--- config.mk ---
export PLATFORM = sky130hd
export DESIGN_NAME = hwtc_top
export DESIGN_NICKNAME = d
export VERILOG_FILES = /design/src/hwtc_pkg.sv /design/src/hwtc_count32.sv /design/src/hwtc_top.sv
export VERILOG_INCLUDE_DIRS = /design/src
export SDC_FILE = /design/constraint.sdc
export NUM_CORES = 1
export LEC_CHECK = 0
export BUFFER_PORTS_ARGS = -buffer_cell sky130_fd_sc_hd__buf_2
export CAP_MARGIN = 20
export CORE_MARGIN = 10
export CORE_UTILIZATION = 55
export DETAILED_ROUTE_END_ITERATION = 6
export PLACE_DENSITY = 0.72
export SETUP_SLACK_MARGIN = 0.05
export SLEW_MARGIN = 15
export SYNTH_ARGS = -nofsm -noshare
export SYNTH_HDL_FRONTEND = slang
export SYNTH_SLANG_ARGS = --single-unit
--- constraint.sdc ---
create_clock -name core_clk -period 9.65 [get_ports core_clk]
set_input_delay 0.4825 -clock core_clk [delete_from_list [all_inputs] [get_ports core_clk]]
set_output_delay 0.4825 -clock core_clk [all_outputs]
set_load 0.03 [all_outputs]
--- src/hwtc_defines.svh ---
// Register offsets, reset values and timing figures of the host timer block
`ifndef HWTC_DEFINES_SVH
`define HWTC_DEFINES_SVH

// ****************************************************************
// Register byte offsets on the host bus
// ****************************************************************
`define HWTC_OFS_TIMER_CFG    8'h8C
`define HWTC_OFS_TIMER_CNT    8'h90
`define HWTC_OFS_HALF_ORDER   8'h98
`define HWTC_OFS_FREE_TICK    8'h9C
`define HWTC_OFS_DROP_TALLY   8'hA0

// ****************************************************************
// Field positions and reset values
// ****************************************************************
`define HWTC_TIMER_EN_BIT     5'd29
`define HWTC_TIMER_EN_HBIT    4'd13
`define HWTC_PRELOAD_RST      16'hFFFF
`define HWTC_COUNT_RST        16'hFFFF
`define HWTC_HALF_ORDER_RST   32'h0000_0000
`define HWTC_HALF_SWAP_VAL    32'hFFFF_FFFF
`define HWTC_DROP_RST         32'h0000_0000
`define HWTC_DROP_BELOW_HALF  32'h7FFF_FFFF
`define HWTC_HALF_ZERO        16'h0000
`define HWTC_TIMER_ZERO       16'h0000
`define HWTC_TIMER_ONE        16'h0001

// ****************************************************************
// Timing: core clock, timer tick, free counter rate
// ****************************************************************
`define HWTC_CLK_PERIOD_NS    50
`define HWTC_TICK_NS          100000
`define HWTC_TICK_CYCLES      ((`HWTC_TICK_NS) / (`HWTC_CLK_PERIOD_NS))
`define HWTC_TICK_W           12
`define HWTC_FREE_PHASE_LAST  2'h3
`define HWTC_STEP_ONE         2'h1
`define HWTC_STEP_TWO         2'h2
`define HWTC_STEP_NONE        2'h0

// ****************************************************************
// Control pin positions in the synchronised strobe vector
// ****************************************************************
`define HWTC_PIN_CS           0
`define HWTC_PIN_RD           1
`define HWTC_PIN_WR           2
`define HWTC_PINS_IDLE        3'h7

`endif

--- src/hwtc_pkg.sv ---
// Types shared by the host timer and counter block
package hwtc_pkg;

  // Host access taken from the synchronised bus pins
  typedef struct packed {
    logic        rd;
    logic        wr;
    logic [7:1]  addr;
    logic [15:0] wdata;
  } hwtc_req_t;

  // Event pulses handed to the interrupt controller
  typedef struct packed {
    logic timer_expired;
    logic drop_half;
  } hwtc_evt_t;

endpackage

--- src/hwtc_count32.sv ---
// 32-bit wrapping counter with synchronous clear, step and read pairing
`timescale 1ns/1ps
`include "hwtc_defines.svh"

module hwtc_count32
  import hwtc_pkg::*;
(
  input  wire logic        core_clk,
  input  wire logic        rst_n,
  input  wire logic        clr,
  input  wire logic [1:0]  step,
  input  wire logic        rd,
  input  wire logic        half_hi,
  output logic      [31:0] value,
  output logic      [31:0] rd_word,
  output logic             first
);

  logic [31:0] value_q;
  logic [31:0] value_d;
  logic [31:0] snap_q;
  logic        armed_q;
  logic        seen_hi_q;

  // A read of either half starts a pair unless it completes one
  assign first = !armed_q || (half_hi == seen_hi_q);

  // A step in the clear cycle is kept: the clear only drops the old total
  always_comb
  begin
    value_d = (clr ? `HWTC_DROP_RST : value_q) + {30'h0, step};
  end

  // Natural wrap at the top of the 32-bit range
  always_ff @(posedge core_clk)
  begin
    if (!rst_n)
      value_q <= `HWTC_DROP_RST;
    else
      value_q <= value_d;
  end

  // Snapshot so both halves of a pair come from one instant
  always_ff @(posedge core_clk)
  begin
    if (!rst_n)
    begin
      snap_q    <= `HWTC_DROP_RST;
      armed_q   <= 1'b0;
      seen_hi_q <= 1'b0;
    end
    else if (rd)
    begin
      if (first)
      begin
        snap_q    <= value_q; // [RULE10]
        armed_q   <= 1'b1;
        seen_hi_q <= half_hi;
      end
      else
        armed_q   <= 1'b0;
    end
  end

  // The opening read sees the live count, the closing one the snapshot
  assign value   = value_q;
  assign rd_word = first ? value_q : snap_q;

endmodule // hwtc_count32

--- src/hwtc_top.sv ---
// Host timer, halfword order, free tick and dropped frame counters
`timescale 1ns/1ps
`include "hwtc_defines.svh"

// Summary of operation
// (RULE1) Run bit starts timer; clearing halts it
// (RULE2) Run bit falling forces preload to FFFFh
// (RULE3) Preload field bits 15-0, resets FFFFh
// (RULE4) Timer raises interrupt at preload-defined intervals
// (RULE5) Read-only count field shows timer, resets FFFFh
// (RULE6) All-ones order: A1=1 low half
// (RULE7) Otherwise A1=1 selects the high half
// (RULE8) FIFO halves always low-first to network
// (RULE9) Free counter: 32 bits, 25MHz, wraps
// (RULE10) First read snapshots the whole free count
// (RULE11) Host waits 160ns for counter clear
// (RULE12) Free counter runs in every power state
// (RULE13) Dropped counter increments per discarded frame
// (RULE14) Reading dropped counter clears it
// (RULE15) Event when dropped counter reaches 80000000h
// (RULE16) Timer counts down, flags zero, reloads

module hwtc_top
  import hwtc_pkg::*;
(
  input  wire logic        core_clk,
  input  wire logic        rst_n,
  input  wire logic        host_cs_n,
  input  wire logic        host_rd_n,
  input  wire logic        host_wr_n,
  input  wire logic [7:1]  host_addr,
  input  wire logic [15:0] host_data_in,
  output logic      [15:0] host_data_out,
  output logic             host_data_oe,
  output logic             host_half_hi,
  input  wire logic        frame_dropped,
  output hwtc_evt_t        events
);

  // ****************************************************************
  // Pin synchronisers
  // ****************************************************************
  logic [2:0]  pin_s1_q;
  logic [2:0]  pin_s2_q;
  logic [2:0]  pin_s3_q;
  logic [2:0]  pin_q;
  logic [2:0]  pin_old_q;
  logic [22:0] bus_s1_q;
  logic [22:0] bus_s2_q;
  logic [22:0] bus_s3_q;

  // Three stages; the first is read only by the second
  always_ff @(posedge core_clk)
  begin
    if (!rst_n)
    begin
      pin_s1_q <= `HWTC_PINS_IDLE;
      pin_s2_q <= `HWTC_PINS_IDLE;
      pin_s3_q <= `HWTC_PINS_IDLE;
      bus_s1_q <= 23'h0;
      bus_s2_q <= 23'h0;
      bus_s3_q <= 23'h0;
    end
    else
    begin
      pin_s1_q <= {host_wr_n, host_rd_n, host_cs_n};
      pin_s2_q <= pin_s1_q;
      pin_s3_q <= pin_s2_q;
      bus_s1_q <= {host_addr, host_data_in};
      bus_s2_q <= bus_s1_q;
      bus_s3_q <= bus_s2_q;
    end
  end

  // A strobe level counts only once stages two and three agree
  always_ff @(posedge core_clk)
  begin
    if (!rst_n)
    begin
      pin_q     <= `HWTC_PINS_IDLE;
      pin_old_q <= `HWTC_PINS_IDLE;
    end
    else
    begin
      pin_q     <= (pin_s2_q & ~(pin_s2_q ^ pin_s3_q))
                 | (pin_q & (pin_s2_q ^ pin_s3_q));
      pin_old_q <= pin_q;
    end
  end

  // ****************************************************************
  // Access decode
  // ****************************************************************
  hwtc_req_t   req;
  logic [7:0]  req_ofs;
  logic        swap_active;
  logic        half_hi;
  logic [31:0] half_order_q;

  // One access per falling strobe while the chip select is low
  always_comb
  begin
    req.rd    = !pin_q[`HWTC_PIN_RD] && pin_old_q[`HWTC_PIN_RD]
                && !pin_q[`HWTC_PIN_CS];
    req.wr    = !pin_q[`HWTC_PIN_WR] && pin_old_q[`HWTC_PIN_WR]
                && !pin_q[`HWTC_PIN_CS];
    req.addr  = bus_s3_q[22:16];
    req.wdata = bus_s3_q[15:0];
    req_ofs   = {req.addr[7:2], 2'b00};
  end

  // Only the exact all-ones pattern swaps; anything else is straight
  assign swap_active = (half_order_q == `HWTC_HALF_SWAP_VAL); // [RULE6]
  assign half_hi     = req.addr[1] ^ swap_active;             // [RULE7]

  // FIFO paths use this half select for host words only; their network
  // side stays low-half-first whatever the order register holds
  always_ff @(posedge core_clk)
  begin
    if (!rst_n)
      host_half_hi <= 1'b0;
    else
      host_half_hi <= half_hi; // [RULE8]
  end

  // ****************************************************************
  // Halfword order register
  // ****************************************************************
  // Written one half at a time, each half placed by the resolved select
  always_ff @(posedge core_clk)
  begin
    if (!rst_n)
      half_order_q <= `HWTC_HALF_ORDER_RST;
    else if (req.wr && req_ofs == `HWTC_OFS_HALF_ORDER)
    begin
      if (half_hi)
        half_order_q[31:16] <= req.wdata;
      else
        half_order_q[15:0]  <= req.wdata;
    end
  end

  // ****************************************************************
  // General purpose timer
  // ****************************************************************
  logic                    timer_en_q;
  logic [15:0]             preload_q;
  logic [15:0]             timer_cnt_q;
  logic [`HWTC_TICK_W-1:0] tick_div_q;
  logic                    tick;
  logic                    cfg_hi_wr;
  logic                    cfg_lo_wr;
  logic                    new_en;

  assign cfg_hi_wr = req.wr && req_ofs == `HWTC_OFS_TIMER_CFG && half_hi;
  assign cfg_lo_wr = req.wr && req_ofs == `HWTC_OFS_TIMER_CFG && !half_hi;
  assign new_en    = req.wdata[`HWTC_TIMER_EN_HBIT];

  // Run bit held in the upper half of the configuration word
  always_ff @(posedge core_clk)
  begin
    if (!rst_n)
      timer_en_q <= 1'b0;
    else if (cfg_hi_wr)
      timer_en_q <= new_en; // [RULE1]
  end

  // Preload; a halt forces it back to all ones
  always_ff @(posedge core_clk)
  begin
    if (!rst_n)
      preload_q <= `HWTC_PRELOAD_RST; // [RULE3]
    else if (cfg_hi_wr && timer_en_q && !new_en)
      preload_q <= `HWTC_PRELOAD_RST; // [RULE2]
    else if (cfg_lo_wr)
      preload_q <= req.wdata; // [RULE3]
  end

  // Tick divider; kept coarse so a 16-bit preload spans useful times
  always_ff @(posedge core_clk)
  begin
    if (!rst_n || !timer_en_q)
      tick_div_q <= '0;
    else if (tick)
      tick_div_q <= '0;
    else
      tick_div_q <= tick_div_q + `HWTC_TICK_W'(1);
  end

  assign tick = (tick_div_q == `HWTC_TICK_W'(`HWTC_TICK_CYCLES - 1));

  // Count down while running, reload after zero; halted count holds
  always_ff @(posedge core_clk)
  begin
    if (!rst_n)
      timer_cnt_q <= `HWTC_COUNT_RST; // [RULE5]
    else if (cfg_hi_wr && !timer_en_q && new_en)
      timer_cnt_q <= preload_q; // [RULE1]
    else if (timer_en_q && tick)
    begin
      if (timer_cnt_q == `HWTC_TIMER_ZERO)
        timer_cnt_q <= preload_q; // [RULE16]
      else
        timer_cnt_q <= timer_cnt_q - `HWTC_TIMER_ONE; // [RULE16]
    end
  end

  // One-cycle event each time the count expires
  always_ff @(posedge core_clk)
  begin
    if (!rst_n)
      events.timer_expired <= 1'b0;
    else
      events.timer_expired <= timer_en_q && tick
                              && timer_cnt_q == `HWTC_TIMER_ZERO; // [RULE4]
  end

  // ****************************************************************
  // Free tick counter
  // ****************************************************************
  logic [1:0]  free_phase_q;
  logic [1:0]  free_step;
  logic [31:0] free_word;
  logic        free_rd;

  // 25 MHz average from 20 MHz: five steps every four core cycles
  always_ff @(posedge core_clk)
  begin
    if (!rst_n)
      free_phase_q <= 2'h0;
    else
      free_phase_q <= free_phase_q + 2'h1;
  end

  assign free_step = (free_phase_q == `HWTC_FREE_PHASE_LAST) ?
                     `HWTC_STEP_TWO : `HWTC_STEP_ONE; // [RULE9]

  assign free_rd = req.rd && req_ofs == `HWTC_OFS_FREE_TICK;

  // No power state input gates this counter, so it runs in all of them
  hwtc_count32 u_free_cnt
  (
    .core_clk (core_clk),
    .rst_n    (rst_n),
    .clr      (1'b0),
    .step     (free_step), // [RULE12]
    .rd       (free_rd),
    .half_hi  (half_hi),
    .value    (),          // [RULE9]
    .rd_word  (free_word), // [RULE10]
    .first    ()
  );

  // ****************************************************************
  // Dropped frame counter
  // ****************************************************************
  logic [31:0] drop_live;
  logic [31:0] drop_word;
  logic        drop_rd;
  logic        drop_first;
  logic        drop_clr;
  assign drop_rd  = req.rd && req_ofs == `HWTC_OFS_DROP_TALLY;
  assign drop_clr = drop_rd && drop_first; // [RULE14]

  // A frame dropped in the clearing cycle is kept as a count of one; the
  // clearing read also snapshots, so the other half is not lost
  hwtc_count32 u_drop_cnt
  (
    .core_clk (core_clk),
    .rst_n    (rst_n),
    .clr      (drop_clr), // [RULE14]
    .step     (frame_dropped ? `HWTC_STEP_ONE
                             : `HWTC_STEP_NONE), // [RULE13]
    .rd       (drop_rd),
    .half_hi  (half_hi),
    .value    (drop_live),
    .rd_word  (drop_word),
    .first    (drop_first)
  );

  // Midpoint event when the count steps from 7FFFFFFFh upward
  always_ff @(posedge core_clk)
  begin
    if (!rst_n)
      events.drop_half <= 1'b0;
    else
      events.drop_half <= frame_dropped && !drop_clr
                          && drop_live == `HWTC_DROP_BELOW_HALF; // [RULE15]
  end

  // ****************************************************************
  // Read data path
  // ****************************************************************
  logic [31:0] rd_word;
  logic [15:0] rdata_d;

  // Reserved bits read as zero; unmapped offsets read as zero
  always_comb
  begin
    rd_word = 32'h0;
    unique case (req_ofs)
      `HWTC_OFS_TIMER_CFG:
      begin
        rd_word[15:0]               = preload_q;
        rd_word[`HWTC_TIMER_EN_BIT] = timer_en_q;
      end
      `HWTC_OFS_TIMER_CNT:  rd_word[15:0] = timer_cnt_q; // [RULE5]
      `HWTC_OFS_HALF_ORDER: rd_word = half_order_q;
      `HWTC_OFS_FREE_TICK:  rd_word = free_word; // [RULE10]
      `HWTC_OFS_DROP_TALLY: rd_word = drop_word; // [RULE14]
      default: rd_word = 32'h0;
    endcase
    rdata_d = half_hi ? rd_word[31:16] : rd_word[15:0]; // [RULE6]
  end

  // Data is captured once per read strobe and held until the next
  always_ff @(posedge core_clk)
  begin
    if (!rst_n)
      host_data_out <= `HWTC_HALF_ZERO;
    else if (req.rd)
      host_data_out <= rdata_d;
  end

  // Drive only while the synchronised read and select are both low
  always_ff @(posedge core_clk)
  begin
    if (!rst_n)
      host_data_oe <= 1'b0;
    else
      host_data_oe <= !pin_q[`HWTC_PIN_RD] && !pin_q[`HWTC_PIN_CS];
  end

endmodule // hwtc_top

; ---- After elaboration in Yosys (flattened, before gate mapping)
; Cells that the tools add are included.
; Widths: inputs -> output; s select.
[op_classes]
add_sub_neg = 5
eq_ne = 11
mux = 15
bitwise = 8
n_reduce_logical = 41
[ops]
columns = cell, n
row1 = $mux 32, 3
row2 = $pmux 16 s5, 1
row3 = $mux 16, 4
row4 = $pmux 13 s3, 1
row5 = $add 32x1->32, 1
row6 = $add 32x2->32, 1
row7 = $eq 32x31->1 const B, 1
row8 = $eq 32x32->1 const B, 1
row9 = $eq 6x6->1 const B, 5
row10 = $logic_and 1x1->1, 20
row11 = $logic_not 16->1, 1
row12 = $sub 16x1->16 const B, 1
row13 = $add 12x1->12 const B, 1
row14 = $eq 12x11->1 const B, 1
row15 = $logic_not 1->1, 10
row16 = $reduce_and 2->1, 4
row17 = $and 3x3->3, 2
row18 = $pmux 2 s3, 1
row19 = $pmux 1 s4, 1
row20 = $reduce_or 2->1, 2
row21 = $logic_or 1x1->1, 3
row22 = $mux 1, 3
row23 = $not 3->3, 1
row24 = $or 3x3->3, 1
row25 = 8 further kinds, 10
[totals]
register_bits = 315
input_bits = 29
out_inout_bits = 20
elab_cells = 108

; ---- Depth between registers and ports, before layout
; Gate-level depths: netlist of run 1.
[logic_depth]
depth_word = 8
depth_mapped = 16
mapped_depth_nobuf = 12

; ---- Modules after synthesis
; Synthesis of run 1 repeated with hierarchy kept, for this count alone.
[hier_totals]
hier_cells = 1546
area_unflattened_um2 = 14293.7
[by_module_without_submodules]
columns = mod, instances, cells_per_inst, area_per_inst_um2, seq_area_each_um2
row1 = hwtc_top, 1, 836, 7654.8, 3643.5
row2 = hwtc_count32, 2, 355, 3319.4, 1321.3

; ---- Least setup slack after synthesis of run 1
; No wires, ideal clock.
[synth_path]
path_type = reg-to-reg
from = register half_order_q[0]
to = register u_drop_cnt.value_q[28], in the netlist u_drop_cnt.value[28]
setup_ns = 0.115
t_arrival_ns = 3.650
required_ns = 9.535
setup_slack_ns = 5.885
stages_incl_launch_ff = 16
n_path_buf = 3
synth_period_minus_slack_ns = 3.765
path_cell_list = dfxtp_1 -> nand4_1 -> nor4_1 -> o211ai_1 -> buf_2 -> nand3_2 -> buf_2 -> buf_2 -> and2_1 -> ha_1 -> nand3_1 -> or2_2 -> a311o_1 -> nor3_1 -> xnor2_1 -> and2_1
[synth_between]
elab_chain_cells = 7
[synth_rtl]
columns = item, line_no
row1 = "start, declared", hwtc_top.sv:98  ; logic [31:0] half_order_q;
row2 = "start signal, assigned", hwtc_top.sv:133  ; half_order_q <= `HWTC_HALF_ORDER_RST;
row3 = "start signal, assigned", hwtc_top.sv:139  ; half_order_q[15:0] <= req.wdata;
row4 = $eq 32x32->1 (no line), n/a
row5 = $xor 1x1->1, hwtc_top.sv:114  ; assign half_hi = req.addr[1] ^ swap_active;
row6 = $eq 1x1->1, hwtc_count32.sv:26  ; assign first = !armed_q || (half_hi == seen_hi_q);
row7 = $logic_or 1x1->1, hwtc_count32.sv:26
row8 = $logic_and 1x1->1, hwtc_top.sv:263  ; assign drop_clr = drop_rd && drop_first;
row9 = $mux 32, hwtc_count32.sv:31  ; value_d = (clr ? `HWTC_DROP_RST : value_q) + {30'h0, step};
row10 = $add 32x1->32, hwtc_count32.sv:31
row11 = "end signal, assigned", hwtc_count32.sv:38  ; value_q <= `HWTC_DROP_RST;
row12 = "end signal, assigned", hwtc_count32.sv:40  ; value_q <= value_d;
row13 = "end, declared", hwtc_count32.sv:19  ; logic [31:0] value_q;
; Every way passes these cells.
; A chain may end at the register's enable or synchronous reset.

; ---- Final worst setup path of run 1
[layout_path]
from = register half_order_q[18]
to = register u_free_cnt.snap_q[8]
[layout_between]
elab_chain_cells = 5
[layout_rtl]
columns = item, line_no
row1 = "start signal, assigned", hwtc_top.sv:133
row2 = "start signal, assigned", hwtc_top.sv:137  ; half_order_q[31:16] <= req.wdata;
row3 = $eq 32x32->1 (no line), n/a
row4 = $xor 1x1->1, hwtc_top.sv:114
row5 = $eq 1x1->1, hwtc_count32.sv:26
row6 = $logic_or 1x1->1, hwtc_count32.sv:26
row7 = $mux 32, n/a
row8 = "end signal, assigned", hwtc_count32.sv:48  ; snap_q <= `HWTC_DROP_RST;
row9 = "end signal, assigned", hwtc_count32.sv:56  ; snap_q <= value_q;
row10 = "end, declared", hwtc_count32.sv:21  ; logic [31:0] snap_q;
; Every way passes these cells.

==> results of run 1 <==
==> worst max-delay path: cells and delay by family, from the launching register on <==
kind / cells / cell delay (ps)
simple gates: 5 / 2210
mux: 1 / 240
flops: 1 / 370
compound gates: 1 / 930
buf+inv: 1 / 420
==> stage by stage <==
stage               hold slack (ps)  instance area (µm²)  total power, W  worst slack (ps)  util [%]
floorplan                       386                14100         0.00139              5880         -
global placement                392                14400         0.00141              5640      57.3
global route                    148                15500         0.00273              4980      61.7
detailed placement              396                14400         0.00141              5440      57.3
finish                          152                15500         0.00265              5340      61.7
CTS                             141                15500         0.00267              5410      61.7
==> sequential cells by signal, indices dropped and copies added, names as in the netlist, 12 cells and up, named ones only <==
name	cells
host_data_out	16
half_order_q	32
bus_s2_q	23
u_drop_cnt.snap_q	32
preload_q	16
timer_cnt_q	16
bus_s3_q	23
u_drop_cnt.value	32
bus_s1_q	23
u_free_cnt.value	32
tick_div_q	12
u_free_cnt.snap_q	32
==> routing by layer <==
metal	wire length (µm)	GRT usage, %
met5	0	0
met4	1000	7.34
met3	2170	2.79
met2	16300	33.4
met1	16800	30.0
==> how the worst max path moves through the flow <==
stage	startpoint	to	slack, ps	cells after the start
6_report	half_order_q[18]	u_free_cnt.snap_q[8]	5340	8
5_1_grt	half_order_q[29]	u_free_cnt.snap_q[8]	4980	8
4_1_cts	half_order_q[21]	u_free_cnt.snap_q[8]	5410	8
3_5_place_dp	half_order_q[0]	u_free_cnt.snap_q[18]	5440	8
3_3_place_gp	half_order_q[29]	u_free_cnt.snap_q[8]	5640	8
2_1_floorplan	half_order_q[0]	u_drop_cnt.value[28]	5880	15
==> kinds of logic after synthesis <==
group | Yosys count
DFF | 314
and+or+nand+nor | 705
buffers and inverters | 124
AOI/OAI and AO/OA | 309
xor gates and xnor gates | 64
adders and majority gates | 9
muxes | 86
==> synthesized netlist by cell type (6+ instances only) <==
master / instances / area, µm²
a21boi_0: 37 / 278
a21o_1: 8 / 60.1
a21oi_1: 68 / 340
a311o_1: 8 / 80.1
a31oi_1: 23 / 144
and2_1: 111 / 694
and3_1: 16 / 100
and4_1: 8 / 70.1
buf_2: 24 / 120
clkbuf_1: 72 / 270
dfxtp_1: 314 / 6290
ha_1: 8 / 100
inv_1: 20 / 75.1
mux2i_1: 85 / 851
nand2_1: 203 / 762
nand2b_1: 12 / 75.1
nand3_1: 84 / 420
nand4_1: 50 / 313
nor2_1: 66 / 248
nor2b_1: 76 / 475
nor3_1: 17 / 85.1
nor3b_1: 6 / 45.0
nor4_1: 8 / 50.1
o211ai_1: 29 / 218
o21ai_0: 80 / 400
o21ai_1: 13 / 65.1
o31ai_1: 8 / 60.1
or3_1: 13 / 81.3
xnor2_1: 30 / 263
xor2_1: 34 / 298
==> power by group through the flow <==
stage / registers (W) / clock network (W) / logic [W]
after floorplan: 0.00135 / 0 / 0.0000422
after global placement: 0.00135 / 0 / 0.0000555
after detailed placement: 0.00135 / 0 / 0.0000564
after CTS: 0.00132 / 0.00129 / 0.0000566
after global routing: 0.00133 / 0.00134 / 0.0000629
final: 0.00132 / 0.00127 / 0.0000563
==> area by class of cell <==
type                       instances  area share, %
multi-input combinational       1173           46.8
sequential                       314           40.4
clock buffer                      44           6.10
tap                              330           2.66
timing repair buffer              67           2.55
clock inverter                    15          0.966
inverter                          20          0.483
==> cells in the final DEF (no fill, tap or decap), types with 47 or more instances in the layout <==
| master | netlist | final |
|---|---|---|
| nor2b_1 | 76 | 76 |
| o21ai_0 | 80 | 80 |
| mux2i_1 | 85 | 85 |
| nor2_1 | 66 | 65 |
| dfxtp_1 | 314 | 314 |
| nand2_1 | 203 | 203 |
| nand3_1 | 84 | 84 |
| a21oi_1 | 68 | 68 |
| buf_2 | 24 | 47 |
| and2_1 | 111 | 111 |
| nand4_1 | 50 | 50 |
==> key figures, run 1 <==
Power and ir drop
  – Switch Pwr: 0.000564 W
  – Internal power: 0.00209 W
  – Logic pwr share: 2.1%
  – Cell area power density: 171 nW/µm²
  – Sw Share: 21.3%
  – LEAKAGE: 5.40 nW
  – Seq pwr share: 49.9%
  – Clock Power Share: 48.0%
  – Worst IR Drop VDD: 0.162 mV

Floorplanning
  – IO Pins: 49
  – Row count: 58
  – Core Footprint: 25200 µm²
  – Die H: 180 µm
  – Width of the die: 180 µm
  – Die ar.: 32300 µm²
  – Starting Density: 55.8%

Synth
  – Async SR Flop Fraction: 0%
  – Post-synthesis net count: 1649
  – Synth Area in XOR/XNOR: 3.99%
  – Cell variety after synth: 74
  – Post-synthesis instance total: 1611
  – Adder-cell share of the synthesized area: 0.855%
  – Post-synthesis simple-gate area fraction: 26.6%
  – Combinational family with the most area after synthesis: simple AND/OR/NAND/NOR gates
  – Number of synthesis warnings: 0
  – Syn Std Cell Area: 14100 µm²
  – Mux share of post-synthesis cell area: 6.13%
  – Register area share after synthesis: 44.7%
  – Compound-Gate Fraction of Synth Area: 14.0%
  – Synthesized area per cell: 8.72 µm²
  – Synth Register Bits: 314
  – Number of synthesized flops with an enable pin: 0
  – Ys flop type: dfxtp_1

Route
  – Detailed-route via count: 11500
  – Drt pass-1 iters: 5
  – 1st-iter DRT viols: 1126
  – Total wire length: 36300 µm
  – Drt drc: 0
  – Drt wl/cell: 18.5 µm
  – Drt via density: 5.88
  – Routed Antenna Nets: 0

Worst setup path
  – RR Endpoint: u_free_cnt.snap_q[8]
  – Cell Chain, Critical Path: nand4_1, nor4_1, a22o_1, nand2_1, nor2_4, buf_4, mux2i_1, nor2b_1
  – CP Class: reg2reg
  – Setup crit start kind: flop
  – CP max FO: 24
  – Worst R2R Path Depth: 8
  – WP data arrival: 4710 ps
  – R2R setup slack: 5340 ps
  – Critical Path RT: 10050 ps
  – Worst setup EP type: flop
  – Worst reg2reg path startpoint: half_order_q[18]
  – Max stage delay on crit path: 930 ps
  – Worst path slowest cell: a22o_1

Clock network
  – CTS Buffer Depth: 3
  – # H-tree levels: 2
  – CTS clk-pin slew, worst paths: 60 ps
  – Resized Gates After CTS: 0
  – CTS tree: yes
  – # hold bufs at CTS: 0
  – Setup Fix Bufs, Post-CTS: 0
  – CTS sink cnt: 314
  – Worst skew pair latency: 520 ps
  – CTS Buf Count: 34
  – Root Driver: clkbuf_16

Global routing
  – Maximum number of pins on one net before global-route repair: 98
  – GR Util All Layers: 21.5%
  – Initial antenna violation count: 0
  – First-pass GRT wire length: 58500 µm
  – Congestion Overflow GR: 0
  – Vias in the first global route: 10700

Layout
  – Nets: 1648
  – Layout cell share with drive strength beyond 1: 9.25%
  – FILL cells: 2181
  – Area occupied by multi-input gates: 7280 µm²
  – Register area: 6290 µm²
  – Diodes inserted: 0
  – Non-Filler Instances: 1963
  – P&R area growth vs syn: 10.6%

Timing
  – Setup_tns: 0 ps
  – Final Hold Fails: 0
  – Fmax: 232 MHz
  – Slew @ Worst Pin: 1020 ps
  – Clk_skew: 11.1 ps
  – RSZ-0062 raised after global routing: no
  – Setup violators final: 0
  – Final Max Slew Viols: 0
  – Rel. slew slack: 31.5%
  – Period minus WS final: 4310 ps
  – Period utilisation layout: 44.7%

Status
  – Status: finished, final reports clean

Hold path
  – HP Class: in2reg
  – HP Start: host_rd_n
  – Hold Crit Depth: 2
  – Worst Hold Endpoint: pin_s1_q[1]

Placed design
  – Post-DP HPWL: 24600 µm
  – Placed insts: 1903
  – IO Port Bufs: 48
  – GPL Wtd Cong: 0.888

Job
  – Maxcap violations: 0
Note: power is estimated with default switching activity, not from simulation.
==> inputs of run 2 (changes only) <==
Settings changed: ABC_AREA set to 1.
Clock period 9.65 ns to 4.36 ns, I/O delays scaled along.
==> run 2 against run 1 <==
Die area grew 1.6%. Critical path depth grew 14. Largest cell class unchanged. Register-to-register slack lost 4500 ps. Critical endpoint is now u_drop_cnt.value[15]. Count of clock-buffer cells in the layout grew 4. Sequential cell count is the same. Synthesized cell count grew 30%. Area after synthesis grew 1.8%. Cell count grew 26%. Fmax grew 24%. Non-clock buffer count grew 24. Sequential share of layout area shrank 1.5 points. Global-route usage grew 0.67 points.
==> key figures, run 2 <==
Status
  – Status: finished, final reports clean

Worst setup path
  – Setup crit start kind: flop
  – CP Class: reg2reg
  – Worst R2R Path Depth: 22
  – Critical Path RT: 4740 ps
  – WP data arrival: 3860 ps
  – CP max FO: 53
  – R2R setup slack: 880 ps
  – Worst setup EP type: flop

Clock network
  – CTS clk-pin slew, worst paths: 60 ps
  – Resized Gates After CTS: 0
  – CTS tree: yes
  – CTS Buf Count: 34
  – # H-tree levels: 2
  – Setup Fix Bufs, Post-CTS: 0
  – CTS sink cnt: 314
  – CTS Buffer Depth: 3
  – Root Driver: clkbuf_16
  – Worst skew pair latency: 520 ps

Layout
  – Design Area, Final: 16100 µm²
  – Layout cell share with drive strength beyond 1: 7.11%
  – Register area: 6290 µm²
  – Diodes inserted: 0
  – Area occupied by multi-input gates: 6420 µm²
  – P&R area growth vs syn: 12.8%
  – FILL cells: 2341
  – Most frequent cells in the layout: nand2_1 (495), inv_1 (316), dfxtp_1 (314)
  – Nets: 2167
  – Post-layout util: 63.5%
  – Commonest non-fill, non-tap cell in the layout: nand2_1

Floorplanning
  – Die H: 181 µm
  – Row count: 58
  – Core Footprint: 25400 µm²
  – Width of the die: 181 µm
  – IO Pins: 49
  – Die ar.: 32900 µm²
  – Starting Density: 56.3%

Job
  – Maxcap violations: 0

Synth
  – Mux share of post-synthesis cell area: 0%
  – Register area share after synthesis: 43.9%
  – Synthesized area per cell: 6.81 µm²
  – Top-area cell type share of the netlist area: 43.9%
  – Synth Area in XOR/XNOR: 1.22%
  – Yosys top cell by area: dfxtp_1
  – Async SR Flop Fraction: 0%
  – Syn Std Cell Area: 14300 µm²
  – Adder-cell share of the synthesized area: 0.840%
  – Most frequent cell after synthesis: nand2_1
  – Post-synth top cells: nand2_1 (495), inv_1 (317), dfxtp_1 (314), nor2_1 (226), a21oi_1 (154)
  – Number of synthesized flops with an enable pin: 0
  – Synth Register Bits: 314
  – Compound-Gate Fraction of Synth Area: 13.8%
  – Combinational family with the most area after synthesis: simple AND/OR/NAND/NOR gates
  – Ys flop type: dfxtp_1
  – Cell variety after synth: 43
  – Synth top area cells: dfxtp_1 (44%), nand2_1 (13%), inv_1 (8.3%)
  – Number of synthesis warnings: 0
  – Post-synthesis instance total: 2099
  – Post-synthesis net count: 2137
  – Post-synthesis simple-gate area fraction: 28.9%

Route
  – Drt drc: 0
  – 1st-iter DRT viols: 1269
  – Drt pass-1 iters: 5
  – Drt wl/cell: 15.1 µm
  – Total wire length: 37600 µm
  – Drt via density: 5.34
  – Detailed-route via count: 13300
  – Routed Antenna Nets: 0

Timing
  – Clk_skew: 13.3 ps
  – Period utilisation layout: 79.8%
  – Setup violators final: 0
  – Final Hold Fails: 0
  – Period minus WS final: 3480 ps
  – RSZ-0062 raised after global routing: no
  – Rel. slew slack: 29.8%
  – Final Max Slew Viols: 0
  – Slew @ Worst Pin: 1050 ps
  – Setup_tns: 0 ps
  – Final Worst Setup Slack: 882 ps
  – Fmax: 288 MHz

Hold path
  – HP Class: in2reg
  – Hold Crit Depth: 4

Global routing
  – Maximum number of pins on one net before global-route repair: 72
  – First-pass GRT wire length: 61300 µm
  – Initial antenna violation count: 0
  – GR Util All Layers: 22.2%
  – Vias in the first global route: 12200
  – Congestion Overflow GR: 0

Placed design
  – IO Port Bufs: 48
  – Placed Instance Area: 14700 µm²
  – GPL Wtd Cong: 0.923
  – Dpl ws: 950 ps
  – Post-DP HPWL: 26200 µm

Power and ir drop
  – Worst IR Drop VDD: 0.308 mV
  – Cell area power density: 377 nW/µm²
  – LEAKAGE: 7.06 nW
## run 2: cell count changes after synthesis, moves of 26 or more
cell	before	now
nand2_1	203	495
o21ai_0	80	148
and2_1	111	1
nor2b_1	76	0
nor2_1	66	226
a21oi_1	68	154
nand3_1	84	153
a21boi_0	37	1
mux2i_1	85	0
xnor2_1	30	4
inv_1	20	317
## run 2: timing repair
| action | CTS | global route |
|---|---|---|
| endpoints found under the hold margin | 26 | 0 |
| endpoints found under the setup margin | 0 | 0 |
| hold buffers | 26 | 0 |
## run 2: worst paths after layout
check,startpoint,to
worst max-delay path,half_order_q[2],u_drop_cnt.value[15]
worst min-delay path,frame_dropped,u_drop_cnt.value[0]
worst max register to register,half_order_q[2],u_drop_cnt.value[15]
worst min register to register,bus_s1_q[16],bus_s2_q[16]
## run 2: logic make-up after synthesis
logic type,count (synthesis)
adder cells (fa/ha/maj),9
AND/OR/NAND/NOR,978
buffers and inverters,416
XOR/XNOR,20
AO/OA/AOI/OAI,362
flip-flops,314
## run 2: metrics by stage
step	std cells	total power (W)	hold slack, ps
2_1_floorplan	2099	0.00307	316
3_3_place_gp	2396	0.00312	392
3_5_place_dp	2396	0.00312	395
4_1_cts	2482	0.00612	64.5
5_1_grt	2483	0.00627	95.3
6_report	2483	0.00608	69.9
## run 2: power breakdown
part           internal, W  total [W]  switching, W  leakage (nW)
registers          0.00291    0.00292     0.0000174          2.55
logic            0.0000555   0.000152     0.0000960          3.94
clock network      0.00184    0.00301       0.00116         0.574
## run 2: critical path, cell delays in order, from the launching register on
cell     delay (ps)
dfxtp_1         360
nand2_1          60
nor2_1          110
nand2_1          70
nor2_1          180
nand2_1          90
nand2_2          90
nand2_4         230
nand2_2         140
nand3_2         130
nand2_8         270
inv_1            70
buf_4           200
nor2_1          150
ha_1            200
nand2_1          60
inv_1            50
nand3_1         150
inv_1           160
nand2_1         120
nor2_2          180
xor2_1          190
nor2_1           50
## run 2: final cells by class
type | count | share of cell area, %
Clock buffer | 48 | 5.97
Multi-Input combinational cell | 1369 | 39.8
Clock inverter | 12 | 1.26
Inverter | 319 | 7.44
Sequential cell | 314 | 39.0
Timing Repair Buffer | 91 | 4.03
Tap cell | 330 | 2.56
## run 2: routing by layer
| layer | vias to the layer above | wire length (µm) | track usage, % |
|---|---|---|---|
| li1 | 6721 | - | - |
| met1 | 6019 | 16300 | 29.0 |
| met2 | 423 | 17100 | 36.0 |
| met3 | 92 | 2770 | 3.54 |
| met4 | 0 | 1380 | 8.30 |
| met5 | - | 0 | 0 |
